## config.mk

```make
export PLATFORM = sky130hd
export DESIGN_NAME = dtec_top
export DESIGN_NICKNAME = d
export VERILOG_FILES = /design/src/verilog/dtec_pkg.sv /design/src/verilog/dtec_top.sv
export VERILOG_INCLUDE_DIRS = /design/src /design/src/verilog
export SDC_FILE = /design/constraint.sdc
export NUM_CORES = 1
export LEC_CHECK = 0
export BUFFER_PORTS_ARGS = -buffer_cell sky130_fd_sc_hd__clkbuf_2
export CORE_UTILIZATION = 40
export CTS_CLUSTER_SIZE = 10
export DETAILED_ROUTE_END_ITERATION = 12
export HOLD_SLACK_MARGIN = 0.05
export PLACE_DENSITY = 0.57
export SLEW_MARGIN = 20
export SYNTH_ARGS = -nofsm -noshare
export SYNTH_HDL_FRONTEND = slang
export SYNTH_SLANG_ARGS = --single-unit
```

## constraint.sdc

```tcl
create_clock -name clk -period 5.6 [get_ports clk]
set_input_delay 1.4 -clock clk [delete_from_list [all_inputs] [get_ports clk]]
set_output_delay 1.4 -clock clk [all_outputs]
set_load 0.03 [all_outputs]
```

## src/verilog/dtec_map.svh

```systemverilog
// Overview of operation
// - timer function adds one per machine cycle of six clocks
// - counter function adds one per falling edge on own count pin
// - count pin sampled once per machine cycle; high then low is an edge
// - incremented count appears in the machine cycle after detection
// - edge recognition spans two machine cycles, twelve clocks
// - counter-select bit picks internal ticks when clear, pin when set
// - mode field: timer one bits 5:4, timer zero bits 1:0
// - gate set: count only while gate pin high and run bit set
// - modes 0 to 2 equal for both timers; mode 3 differs
// - optional toggle of the count pin on each timer overflow
// - mode 00 is 13 bits: high byte plus low five bits
// - mode 10 reloads low byte from high byte and sets flag
// - timer zero mode 3: low byte own controls, high byte uses timer one
// - timer one mode 3 stops it like a cleared run bit
`ifndef DTEC_MAP_SVH
`define DTEC_MAP_SVH
`define DTEC_OFS_CTRL 8'h88
`define DTEC_OFS_MODE 8'h89
`define DTEC_OFS_TL0 8'h8A
`define DTEC_OFS_TL1 8'h8B
`define DTEC_OFS_TH0 8'h8C
`define DTEC_OFS_TH1 8'h8D
`define DTEC_OFS_STAT 8'h8E
`define DTEC_OFS_MASK 8'h8F
`define DTEC_RST_BYTE 8'h00
`define DTEC_CTRL_RUN0 4
`define DTEC_CTRL_RUN1 6
`define DTEC_CTRL_TGL0 0
`define DTEC_CTRL_TGL1 1
`define DTEC_STAT_OVF0 0
`define DTEC_STAT_OVF1 1
`define DTEC_MC_CLKS 6
`endif

```

## src/verilog/dtec_pkg.sv

```systemverilog
package dtec_pkg;
   typedef enum logic [1:0] {
      DTEC_M13 = 2'b00,
      DTEC_M16 = 2'b01,
      DTEC_M8R = 2'b10,
      DTEC_MSPLIT = 2'b11
   } dtec_mode_t;
   // one half of the mode control byte
   typedef struct packed {
      logic gate;
      logic ext;
      dtec_mode_t mode;
   } dtec_tcfg_t;
endpackage : dtec_pkg

```

## src/verilog/dtec_top.sv

```systemverilog
// Our own choice: the plain strobed port.
`include "dtec_map.svh"
module dtec_top
(
   input wire logic clk,
   input wire logic nrst,
   input wire logic [7:0] addr,
   input wire logic [7:0] wdata,
   input wire logic wr,
   input wire logic rd,
   output logic [7:0] rdata,
   output logic irq,
   input wire logic count_pin_zero_in,
   output logic count_pin_zero_out,
   output logic count_pin_zero_oe,
   input wire logic count_pin_one_in,
   output logic count_pin_one_out,
   output logic count_pin_one_oe,
   input wire logic gate_pin_zero,
   input wire logic gate_pin_one
);
   logic [1:0] rst_sync_reg;
   logic rst_n;
   logic [2:0] pre_reg;
   logic tick;
   logic [1:0] cp_s1_reg, cp_s2_reg, gp_s1_reg, gp_s2_reg;
   logic [1:0] samp_reg, pend_reg, ext_evt;
   logic [7:0] mode_reg, ctrl_reg, stat_reg, mask_reg, rdata_reg;
   logic [7:0] tl0_reg, th0_reg, tl1_reg, th1_reg;
   logic [7:0] tl0_next, th0_next, tl1_next, th1_next, stat_next, rdata_next, mask_next;
   logic irq_reg;
   logic [1:0] pin_out_reg, pin_oe_reg;
   dtec_pkg::dtec_tcfg_t cfg0, cfg1;
   logic split0, run0, run1, inc0, inc1, inc_h0;
   logic [16:0] step0, step1;
   logic ovf0, ovf1, ovf_h0, set_f1;
   logic w_ctrl, w_mode, w_tl0, w_tl1, w_th0, w_th1, w_mask, r_stat;

   // reset release through two flops, assert stays asynchronous
   always_ff @(posedge clk or negedge nrst)
      if (!nrst)
         rst_sync_reg <= 2'b00;
      else
         rst_sync_reg <= {rst_sync_reg[0], 1'b1};
   assign rst_n = rst_sync_reg[1];

   always_ff @(posedge clk or negedge rst_n)
      if (!rst_n)
         pre_reg <= 3'h0;
      else
         pre_reg <= tick ? 3'h0 : pre_reg + 3'h1;
   assign tick = (pre_reg == 3'(`DTEC_MC_CLKS - 1));

   // pins come from outside: two flops before any use
   always_ff @(posedge clk or negedge rst_n)
      if (!rst_n)
      begin
         cp_s1_reg <= 2'h0;
         cp_s2_reg <= 2'h0;
         gp_s1_reg <= 2'h0;
         gp_s2_reg <= 2'h0;
      end
      else
      begin
         cp_s1_reg <= {count_pin_one_in, count_pin_zero_in};
         cp_s2_reg <= cp_s1_reg;
         gp_s1_reg <= {gate_pin_one, gate_pin_zero};
         gp_s2_reg <= gp_s1_reg;
      end

   // one sample per machine cycle, edge held for one more cycle
   genvar gi;
   generate
      for (gi = 0; gi < 2; gi++)
      begin : g_edge
         always_ff @(posedge clk or negedge rst_n)
            if (!rst_n)
            begin
               samp_reg[gi] <= 1'b0;
               pend_reg[gi] <= 1'b0;
            end
            else if (tick)
            begin
               samp_reg[gi] <= cp_s2_reg[gi];
               pend_reg[gi] <= samp_reg[gi] & ~cp_s2_reg[gi];
            end
         // count lands on the tick after detection
         assign ext_evt[gi] = tick & pend_reg[gi];
      end
   endgenerate

   // register decode
   assign w_ctrl = wr && (addr == `DTEC_OFS_CTRL);
   assign w_mode = wr && (addr == `DTEC_OFS_MODE);
   assign w_tl0 = wr && (addr == `DTEC_OFS_TL0);
   assign w_tl1 = wr && (addr == `DTEC_OFS_TL1);
   assign w_th0 = wr && (addr == `DTEC_OFS_TH0);
   assign w_th1 = wr && (addr == `DTEC_OFS_TH1);
   assign w_mask = wr && (addr == `DTEC_OFS_MASK);
   assign r_stat = rd && (addr == `DTEC_OFS_STAT);

   assign cfg1 = dtec_pkg::dtec_tcfg_t'(mode_reg[7:4]);
   assign cfg0 = dtec_pkg::dtec_tcfg_t'(mode_reg[3:0]);
   assign split0 = (cfg0.mode == dtec_pkg::DTEC_MSPLIT);

   // run bit, optionally qualified by the gate pin
   assign run0 = ctrl_reg[`DTEC_CTRL_RUN0] & (~cfg0.gate | gp_s2_reg[0]);
   // timer one in mode 3 acts as stopped
   assign run1 = ctrl_reg[`DTEC_CTRL_RUN1] & (~cfg1.gate | gp_s2_reg[1])
      & (cfg1.mode != dtec_pkg::DTEC_MSPLIT);
   // source select: internal tick or pin edge
   // pin edges feed the counter function
   assign inc0 = run0 & (cfg0.ext ? ext_evt[0] : tick);
   assign inc1 = run1 & (cfg1.ext ? ext_evt[1] : tick);
   // split high byte counts ticks on timer one's run bit
   assign inc_h0 = split0 & ctrl_reg[`DTEC_CTRL_RUN1] & tick;

   // one count step of either timer; bit 16 flags the rollover
   function automatic logic [16:0] dtec_step(input logic [1:0] m, input logic [7:0] tl,
      input logic [7:0] th, input logic inc);
      logic [16:0] r;
      logic [13:0] c13;
      logic [16:0] c16;
      logic [8:0] c8;
      r = {1'b0, th, tl};
      c13 = {1'b0, th, tl[4:0]} + 14'h0001;
      c16 = {1'b0, th, tl} + 17'h00001;
      c8 = {1'b0, tl} + 9'h001;
      // shared mode behaviour, split only differs outside
      if (inc)
         unique case (dtec_pkg::dtec_mode_t'(m))
            // 13 bits, top three bits of the low byte left alone
            dtec_pkg::DTEC_M13: r = {c13[13], c13[12:5], tl[7:5], c13[4:0]};
            dtec_pkg::DTEC_M16: r = c16;
            dtec_pkg::DTEC_M8R: r = c8[8] ? {1'b1, th, th} : {1'b0, th, c8[7:0]};
            dtec_pkg::DTEC_MSPLIT: r = {c8[8], th, c8[7:0]};
         endcase
      return r;
   endfunction : dtec_step

   // next count values; a software write beats the count step
   assign step0 = dtec_step(cfg0.mode, tl0_reg, th0_reg, inc0);
   assign step1 = dtec_step(cfg1.mode, tl1_reg, th1_reg, inc1);
   assign ovf0 = step0[16];
   assign ovf1 = step1[16];
   assign ovf_h0 = inc_h0 && (th0_reg == 8'hFF);
   assign tl0_next = w_tl0 ? wdata : step0[7:0];
   assign th0_next = w_th0 ? wdata : (split0 ? th0_reg + {7'h00, inc_h0} : step0[15:8]);
   assign tl1_next = w_tl1 ? wdata : step1[7:0];
   assign th1_next = w_th1 ? wdata : step1[15:8];
   // in split mode the high byte owns timer one's flag
   assign set_f1 = split0 ? ovf_h0 : ovf1;

   // status: read clears, a new event in the same cycle wins
   assign stat_next = ({8{~r_stat}} & stat_reg)
      | {6'h00, set_f1, ovf0};
   // next mask, so that irq never lags a mask write by a cycle
   assign mask_next = w_mask ? wdata : mask_reg;

   // read mux, unmapped addresses read zero
   assign rdata_next =
      (addr == `DTEC_OFS_CTRL) ? ctrl_reg :
      (addr == `DTEC_OFS_MODE) ? mode_reg :
      (addr == `DTEC_OFS_TL0) ? tl0_reg :
      (addr == `DTEC_OFS_TL1) ? tl1_reg :
      (addr == `DTEC_OFS_TH0) ? th0_reg :
      (addr == `DTEC_OFS_TH1) ? th1_reg :
      (addr == `DTEC_OFS_STAT) ? stat_reg :
      (addr == `DTEC_OFS_MASK) ? mask_reg : 8'h00;

   // count registers update on the counting tick itself
   always_ff @(posedge clk or negedge rst_n)
      if (!rst_n)
      begin
         tl0_reg <= `DTEC_RST_BYTE;
         th0_reg <= `DTEC_RST_BYTE;
         tl1_reg <= `DTEC_RST_BYTE;
         th1_reg <= `DTEC_RST_BYTE;
      end
      else
      begin
         tl0_reg <= tl0_next;
         th0_reg <= th0_next;
         tl1_reg <= tl1_next;
         th1_reg <= th1_next;
      end

   // software registers, status and interrupt
   always_ff @(posedge clk or negedge rst_n)
      if (!rst_n)
      begin
         mode_reg <= `DTEC_RST_BYTE;
         ctrl_reg <= `DTEC_RST_BYTE;
         mask_reg <= `DTEC_RST_BYTE;
         stat_reg <= `DTEC_RST_BYTE;
         rdata_reg <= `DTEC_RST_BYTE;
         irq_reg <= 1'b0;
      end
      else
      begin
         if (w_mode)
            mode_reg <= wdata;
         if (w_ctrl)
            ctrl_reg <= wdata;
         mask_reg <= mask_next;
         stat_reg <= stat_next;
         rdata_reg <= rd ? rdata_next : 8'h00; // data stands one cycle only
         irq_reg <= |(stat_next & mask_next); // no extra delay past flag or mask
      end

   // toggle outputs start high; pin is only driven while enabled
   generate
      for (gi = 0; gi < 2; gi++)
      begin : g_tgl
         logic hit;
         assign hit = (gi == 0) ? ovf0 : ovf1;
         always_ff @(posedge clk or negedge rst_n)
            if (!rst_n)
            begin
               pin_out_reg[gi] <= 1'b1;
               pin_oe_reg[gi] <= 1'b0;
            end
            else
            begin
               pin_oe_reg[gi] <= ctrl_reg[`DTEC_CTRL_TGL0 + gi];
               if (!ctrl_reg[`DTEC_CTRL_TGL0 + gi])
                  pin_out_reg[gi] <= 1'b1;
               else if (hit)
                  pin_out_reg[gi] <= ~pin_out_reg[gi];
            end
      end
   endgenerate

   assign rdata = rdata_reg;
   assign irq = irq_reg;
   assign count_pin_zero_out = pin_out_reg[0];
   assign count_pin_zero_oe = pin_oe_reg[0];
   assign count_pin_one_out = pin_out_reg[1];
   assign count_pin_one_oe = pin_oe_reg[1];
endmodule : dtec_top

```

# Word-level counts from Yosys, hierarchy flattened
# Cells that the tools add are included.
[word_totals] regBits=94
[op_classes] n_addsub=8 eq_ne=24 mux=29 bitwise_logic=23 reduce_logical=20
[op_table] operator="$pmux W17 S4" count=2
[op_table] operator="$mux W8" count=15
[op_table] operator="$eq A8 B8 Y1 const B" count=9
[op_table] operator="$mux W17" count=4
[op_table] operator="$add A16 B1 Y17 const B" count=2
[op_table] operator="$add A13 B1 Y14 const B" count=2
[op_table] operator="$add A8 B1 Y9 const B" count=2
[op_table] operator="$and A8 B8 Y8" count=2
[op_table] operator="$and A1 B1 Y1" count=11
[op_table] operator="$ne A2 B2 Y1 const B" count=5
[op_table] operator="$logic_and A1 B1 Y1" count=9
[op_table] operator="$add A8 B1 Y8" count=1
[op_table] operator="$eq A2 B2 Y1 const B" count=4
[op_table] operator="$or A8 B2 Y8" count=1
[op_table] operator="$reduce_or A8 Y1" count=1
[op_table] operator="$mux W1" count=7
[op_table] operator="$not A1 Y1" count=7
[op_table] operator="$reduce_and A2 Y1" count=3
[op_table] operator="$reduce_bool A2 Y1" count=3
[op_table] operator="$eq A2 B1 Y1 const B" count=2
[op_table] operator="$logic_not A2 Y1" count=2
[op_table] operator="$ne A2 B1 Y1 const B" count=2
[op_table] operator="$add A3 B1 Y3 const B" count=1
[op_table] operator="$eq A3 B3 Y1 const B" count=1
[op_table] operator="5 further kinds" count=6

# Depth between registers and ports, before layout
# Gate-level depths: netlist of the first run.
[depth] ltp_word=10 ltp_mapped=10 mapped_depth_nobuf=9

# Worst setup path after synthesis of the first run
# OpenSTA, ideal clock, no wires.
[synth_timing] path_type="input port to flip-flop" start="input port addr[6]" end="register irq_reg, in the netlist irq" arrival_ns=2.880 required_ns=5.474 setup_slack_ns=2.594 stages=7 n_path_buf=1 path_cell_list="nor4b_2 > and3_1 > buf_4 > nand3_1 > a22oi_1 > o21ai_1 > a221o_1"
[synth_between] elab_chain_len=7 word_cells_on_any_way=10 cone_classes="2 x eq/ne; 1 x mux; 4 x bitwise; 3 x reduce/logical"
[synth_lines] element="start, declared" line="dtec_top.sv:7" source="input wire logic [7:0] addr,"
[synth_lines] element="$eq A8 B8 Y1 (no source line)"
[synth_lines] element="$logic_and A1 B1 Y1" line="dtec_top.sv:100" source="assign r_stat = rd && (addr == `DTEC_OFS_STAT);"
[synth_lines] element="$not A1 Y1" line="dtec_top.sv:155" source="assign stat_next = ({8{~r_stat}} & stat_reg)"
[synth_lines] element="$and A8 B8 Y8" line="dtec_top.sv:155"
[synth_lines] element="$or A8 B2 Y8" line="dtec_top.sv:156" source="| {6'h00, set_f1, ovf0};"
[synth_lines] element="via stat_next[1]" line="dtec_top.sv:30" source="logic [7:0] tl0_next, th0_next, tl1_next, th1_next, stat_next, rdata_next, mask_next;"
[synth_lines] element="$and A8 B8 Y8" line="dtec_top.sv:208" source="irq_reg <= |(stat_next & mask_next);"
[synth_lines] element="$reduce_or A8 Y1" line="dtec_top.sv:208"
[synth_lines] element="end signal, assigned" line="dtec_top.sv:208"
[synth_lines] element="end, declared" line="dtec_top.sv:31" source="logic irq_reg;"
# The timed path passes the listed nets, and every way through them passes these cells.
# A chain may end at the register's enable or synchronous reset.

# Worst setup path after layout of the first run
[layout_timing] start="input port addr[1]" end="register irq_reg, in the netlist irq"
# Same word-level chain as after synthesis.

==> results of run 1 <==
cell families after synthesis:
kind of cell / count (synthesis) / synth area share [%]
compound gates: 146 / 17.7
flops: 94 / 43.3
mux: 44 / 9.88
other cells: 1 / 0.0690
buf+inv: 45 / 3.71
xor+xnor: 22 / 3.55
simple gates: 222 / 20.8
fa+ha+maj: 4 / 0.921
layout make-up:
cell class / instances / area, um^2 / area share (%)
Clock buffer: 11 / 243 / 4.03
Multi-Input combinational cell: 439 / 2880 / 47.8
Inverter: 18 / 67.6 / 1.12
Sequential cell: 94 / 2360 / 39.2
Timing Repair Buffer: 40 / 210 / 3.49
Clock inverter: 5 / 41.3 / 0.686
Tap cell: 176 / 220 / 3.66
per-layer routing:
metal  vias up  part of all wire (%)  GRT usage [%]
li1       2155                     -              -
met1      2285                    43           32.7
met2       209                    46           36.5
met3        40                   7.3           5.41
met4         0                   3.4           11.1
met5         -                     0              0
stage by stage:
stage | cells | instance area [um^2] | power [mW]
global route | 783 | 6020 | 1.76
finish | 783 | 6020 | 1.67
floorplan | 578 | 5440 | 0.991
detailed placement | 767 | 5740 | 1.09
global placement | 767 | 5740 | 1.08
CTS | 783 | 6020 | 1.68
worst max-delay path: cells and delay by family:
kind,cells,cell delay (ns)
buffers and inverters,2,0.87
AO/OA/AOI/OAI,3,0.69
AND/OR/NAND/NOR,2,0.58
report_power, final:
| part | switching (mW) | total (mW) | internal, mW |
|---|---|---|---|
| combinational | 0.144 | 0.247 | 0.103 |
| sequential | 0.103 | 0.833 | 0.730 |
| clock | 0.273 | 0.591 | 0.318 |
| total | 0.519 | 1.67 | 1.15 |
worst paths after layout:
path / from / to / slack (ns) / cells past startpoint
max: addr[1] / irq / 2.26 / 7
min: rst_sync_reg[1] / samp_reg[1] / 0.20 / 0
max reg2reg: mode_reg[0] / th0_reg[7] / 3.01 / 8
min reg2reg: rst_sync_reg[1] / samp_reg[1] / 0.20 / 0
max in group asynchronous: rst_sync_reg[1] / count_pin_one_oe / 4.20 / 1
min in group clk: cp_s1_reg[0] / cp_s2_reg[0] / 0.35 / 0
synth_stat cells (4+ instances only):
cell type	number
ha_1	4
nor2b_1	4
nand4_1	9
mux2_2	27
o21ai_1	8
xor2_1	6
nand2_1	73
o31ai_1	5
and2_1	8
buf_2	5
dfrtp_1	92
a211oi_1	10
o211ai_1	4
and3_1	8
nor3_1	18
or3_1	6
a21oi_1	32
a22oi_1	7
nor4_1	4
a31oi_1	7
a21o_1	5
and4_1	5
o21ai_0	40
nor2_1	47
mux2i_1	12
mux4_2	5
nand3_1	20
nand2b_1	5
clkbuf_1	16
inv_1	16
xnor2_1	16
==> qor.yml, run 1 <==
setup_viol: 0
grt_pass1_vias: 4414
crit_fanout: 26
hold_buffers: 0
p_per_area_mw_per_mm2: 278
cts_resized: 0
netlist_area_mm2: 0.00544
holdWs_ns: 0.198
worst_path_max_delay_cell: "clkbuf_2"
async_reset_ff_share_pct: 100
drt-pass1-iter-count: 6
fin_ws_ns: 2.26
nets: 630
cp.required_ns: 5.83
ys_ff_latch: 94
cp_cell_sequence: "clkbuf_2, clkinv_1, nor2_1, nand3_1, a22oi_1, o21ai_1, a221o_1"
synth_nets: 606
syn_to_final_growth_pct: 10.8
final_core_util_pct: 45.5
min_path_type: "flop to async pin"
drc: 0
synth.area.top_cells: "dfrtp_1 (42%), mux2_2 (5.6%), nand2_1 (5.0%)"
final_cell_mix: "dfrtp_1 (91), nand2_1 (73), nor2_1 (47), o21ai_0 (40), clkbuf_2 (36)"
clockBufferDepth: 2
syn_inst: 578
rows: 42
die_w_um: 119
cp-end-kind: "flop"
vias: 4689
fin_crit_sh_pct: 59.6
ir_worst_vdd_mv: 0.134
synth_ff_type: "dfrtp_1"
final-hold-violation-count: 0
postRouteAntennaNets: 0
critical_path_arrival_ns: 3.56
fin_setup_tns_ns: 0
fin_crit_ns: 3.34
clk_latency_ns: 0.35
crit_path_start_kind: "input pin"
fmax_mhz: 300
grt_use_total_pct: 24.1
place.gp.congestion: 0.915
htreeDepth: 3
maxCapViolations: 0
drt_iter0_markers: 420
grt_first_pass_wirelength_mm: 25.3
wire_per_inst_um: 20.6
worst_pin_slew_ns: 0.910
synth.avg_cell_area_um2: 9.40
fp.coreArea_mm2: 0.0132
overflow: 0
insertedDiodeCount: 0
die_h_um: 119
cts.clk_slew.worst_paths_ns: 0.07
finClkSkew_ns: 0.0119
ys_seq_area_share_pct: 43.3
port_buffers: 36
fill_cells: 1314
final_common_cell: "dfrtp_1"
place_ws_ns: 1.92
initial_core_util_pct: 41.0
grt_start_max_net_pins: 74
synth-edff-count: 0
viasPerCell: 5.99
place_hpwl_mm: 11.6
max-slew-margin-rel_pct: 39.4
synth.largest_area_cell: "dfrtp_1"
postCtsSetupBuffers: 0
power_leakage_nw: 2.51
die_area_mm2: 0.0141
cts_tree: "done"
cts_buffers: 9
totalWireLength_mm: 16.1
synth_top_area_share_pct: 42.4
cts_root_buf: "clkbuf_16"
ys_types: 68
drive_gt1_share_pct: 17.3
cp_slowest_stage_delay_ns: 0.47
crit_type: "input pin to flop"
status: "complete, no violations"
rsz0062_at_grt: "no"
antenna_found_initial: 0
slew_viol_final: 0
clkSinkCount: 94
ios: 37
synth.yosys.warnings: 0
(Power assumes the default switching activity.)
==> run 2: changes to the inputs <==
--- a/config.mk
+++ b/config.mk
@@ -6,12 +6,13 @@
 export SDC_FILE = /design/constraint.sdc
 export NUM_CORES = 1
 export LEC_CHECK = 0
+export ABC_AREA = 1
 export BUFFER_PORTS_ARGS = -buffer_cell sky130_fd_sc_hd__clkbuf_2
 export CORE_UTILIZATION = 40
 export CTS_CLUSTER_SIZE = 10
 export DETAILED_ROUTE_END_ITERATION = 12
 export HOLD_SLACK_MARGIN = 0.05
-export PLACE_DENSITY = 0.57
+export PLACE_DENSITY = 0.56
 export SLEW_MARGIN = 20
 export SYNTH_ARGS = -nofsm -noshare
 export SYNTH_HDL_FRONTEND = slang
==> constraint.sdc (replaced) <==
create_clock -name clk -period 3.35 [get_ports clk]
set_input_delay 0.8375 -clock clk [delete_from_list [all_inputs] [get_ports clk]]
set_output_delay 0.8375 -clock clk [all_outputs]
set_load 0.03 [all_outputs]
==> qor.yml, run 2 <==
synth-edff-count: 0  # unchanged
viasPerCell: 5.45  # -9.0%
ys_types: 37  # -46%
grt_first_pass_wirelength_mm: 30.1  # +19%
synth_ff_type: "dfrtp_1"
grt_start_max_net_pins: 42  # -43%
holdWs_ns: 0.260  # +0.0628 ns
postCtsSetupBuffers: 0  # unchanged
fin_setup_tns_ns: 0  # unchanged
initial_core_util_pct: 41.8  # +0.72 points
final_cell_mix: "nand2_1 (278), inv_1 (109), dfrtp_1 (91), nand3_1 (86), o21ai_0 (76)"
die_w_um: 123  # +4.0%
clockBufferDepth: 2  # unchanged
ios: 37  # unchanged
place_ws_ns: 0.820  # -1.10 ns
finClkSkew_ns: 0.0140  # +0.00211 ns
synth_top_area_share_pct: 39.1  # -3.2 points
overflow: 0  # unchanged
fin_crit_ns: 2.29
die_h_um: 123  # +4.0%
worst_pin_slew_ns: 0.710  # -0.199 ns
critical_path_arrival_ns: 2.54  # -1.02 ns
hold_buffers: 0  # unchanged
crit_fanout: 14  # -46%
rows: 43  # +2.4%
synth.avg_cell_area_um2: 6.80  # -28%
crit_path_start_kind: "flop"
fin_ws_ns: 1.06  # -1.21 ns
nets: 930  # +48%
place_hpwl_mm: 14.4  # +24%
insertedDiodeCount: 0  # unchanged
vias: 5921  # +26%
ir_worst_vdd_mv: 0.253  # +89%
cts.clk_slew.worst_paths_ns: 0.07  # about the same
netlist_area_mm2: 0.00589  # +8.3%
finalPower_mw: 2.84  # +70%
synth_common_cells: "nand2_1 (278), inv_1 (109), dfrtp_1 (92)"
syn_to_final_growth_pct: 11.4
syn_inst: 866  # +50%
fp.coreArea_mm2: 0.0141  # +6.4%
rsz0062_at_grt: "no"
fmax_mhz: 436
maxCapViolations: 0  # unchanged
place.gp.congestion: 0.912  # -0.31%
ys_seq_area_share_pct: 40.0  # -3.3 points
clkSinkCount: 94  # unchanged
drt_iter0_markers: 532  # +27%
htreeDepth: 3  # unchanged
min_path_type: "input pin to async pin"
wire_per_inst_um: 17.5  # -15%
max-slew-margin-rel_pct: 52.3  # +13 points
status: "complete, no violations"
power_leakage_nw: 3.26  # +30%
cts_resized: 0  # unchanged
fin_cells: 1087  # +39%
cp.required_ns: 3.59  # -2.24 ns
antenna_found_initial: 0  # unchanged
drive_gt1_share_pct: 10.0  # -7.3 points
cts_buffers: 9  # unchanged
fin_crit_sh_pct: 68.4
slew_viol_final: 0  # unchanged
die_area_mm2: 0.0152  # +8.2%
grt_pass1_vias: 5469  # +24%
dpl.cell_count: 1071  # +40%
port_buffers: 36  # unchanged
ys_ff_latch: 94  # unchanged
synth.yosys.warnings: 0  # unchanged
async_reset_ff_share_pct: 100  # unchanged
grt_use_total_pct: 26.7  # +2.6 points
final-hold-violation-count: 0  # unchanged
crit_type: "flop to flop"
postRouteAntennaNets: 0  # unchanged
cp-end-kind: "flop"
cts_tree: "done"
drt-pass1-iter-count: 5  # -1
synth.largest_area_cell: "dfrtp_1"
p_per_area_mw_per_mm2: 433  # +56%
synth_nets: 894  # +48%
synth.area.top_cells: "dfrtp_1 (39%), nand2_1 (18%), nand3_1 (7.3%)"
drc: 0  # unchanged
setup_viol: 0  # unchanged
synth.most_common_cell: "nand2_1"
final_common_cell: "nand2_1"
totalWireLength_mm: 19.0  # +18%
clk_latency_ns: 0.35  # about the same
cts_root_buf: "clkbuf_16"
## run 2: cell count changes in the layout (fill, tap and decap cells not counted), sizes merged, moves of 10 or more
| cell | change |
|---|---|
| mux2 | -27 |
| o21ai | +33 |
| nor2 | +31 |
| o22ai | +11 |
| xnor2 | -15 |
| a211oi | -10 |
| mux2i | -12 |
| inv | +99 |
| nand3 | +67 |
| nor3 | -14 |
| nand2 | +209 |
## run 2: worst paths after layout
| path | start | to | slack (ns) | depth (start not counted) |
|---|---|---|---|---|
| hold reg to reg | rst_sync_reg[1] | samp_reg[0] | 0.32 | 0 |
| hold / removal | nrst | rst_sync_reg[1] | 0.26 | 1 |
| setup / recovery | mode_reg[0] | th0_reg[6] | 1.06 | 13 |
| min in group clk | rst_sync_reg[0] | rst_sync_reg[1] | 0.35 | 0 |
| max in group asynchronous | rst_sync_reg[1] | count_pin_zero_out | 2.22 | 1 |
| setup reg to reg | mode_reg[0] | th0_reg[6] | 1.06 | 13 |
## run 2: layout make-up
cell class | count | area [um^2]
fill | 1498 | 7540
clock buffer | 10 | 229
clock inverter | 6 | 67.6
tap | 180 | 225
multi-input combinational | 640 | 3020
inverter | 115 | 432
timing repair buffer | 42 | 225
sequential | 94 | 2360
## run 2: logic make-up (layout without fill, tap and decap cells)
family / Yosys count / after routing / synth area share (%)
and+or+nand+nor: 471 / 471 / 34.5
AOI/OAI and AO/OA: 150 / 150 / 13.9
buffers and inverters: 132 / 173 / 8.67
DFF: 94 / 94 / 40.0
xor gates and xnor gates: 14 / 14 / 2.08
adders and majority gates: 4 / 4 / 0.850
other: 1 / 1 / 0.0637
## run 2: power by group
group / total, mW / switching [mW] / leakage, nW / internal [mW]
Sequential: 1.37 / 0.160 / 1.23 / 1.21
Clock: 1.04 / 0.458 / 0.139 / 0.583
Combinational: 0.427 / 0.297 / 1.89 / 0.130
Total: 2.84 / 0.915 / 3.26 / 1.92
## run 2: routing by layer
metal,vias to the layer above,wire length (um),GRT usage (%)
met5,-,0,0
met4,0,272,6.02
met3,24,1310,5.03
met2,223,8210,39.5
met1,2804,9200,40.0
li1,2870,-,-
## run 2: critical path: stages, from the launching register on
cell	delay [ns]
dfrtp_1	0.67
nand2_1	0.25
inv_1	0.13
nand3_1	0.10
inv_1	0.08
ha_1	0.15
ha_1	0.22
nand3_1	0.11
o21ai_0	0.17
o21ai_0	0.10
inv_1	0.07
nand2_1	0.05
nand2_1	0.05
nand2_1	0.04
## run 2: metrics by stage
stage | cell area, um^2 | util, %
after floorplan | 5890 | -
after global placement | 6260 | 44.4
after detailed placement | 6260 | 44.4
after CTS | 6560 | 46.5
after global routing | 6560 | 46.5
final | 6560 | 46.5
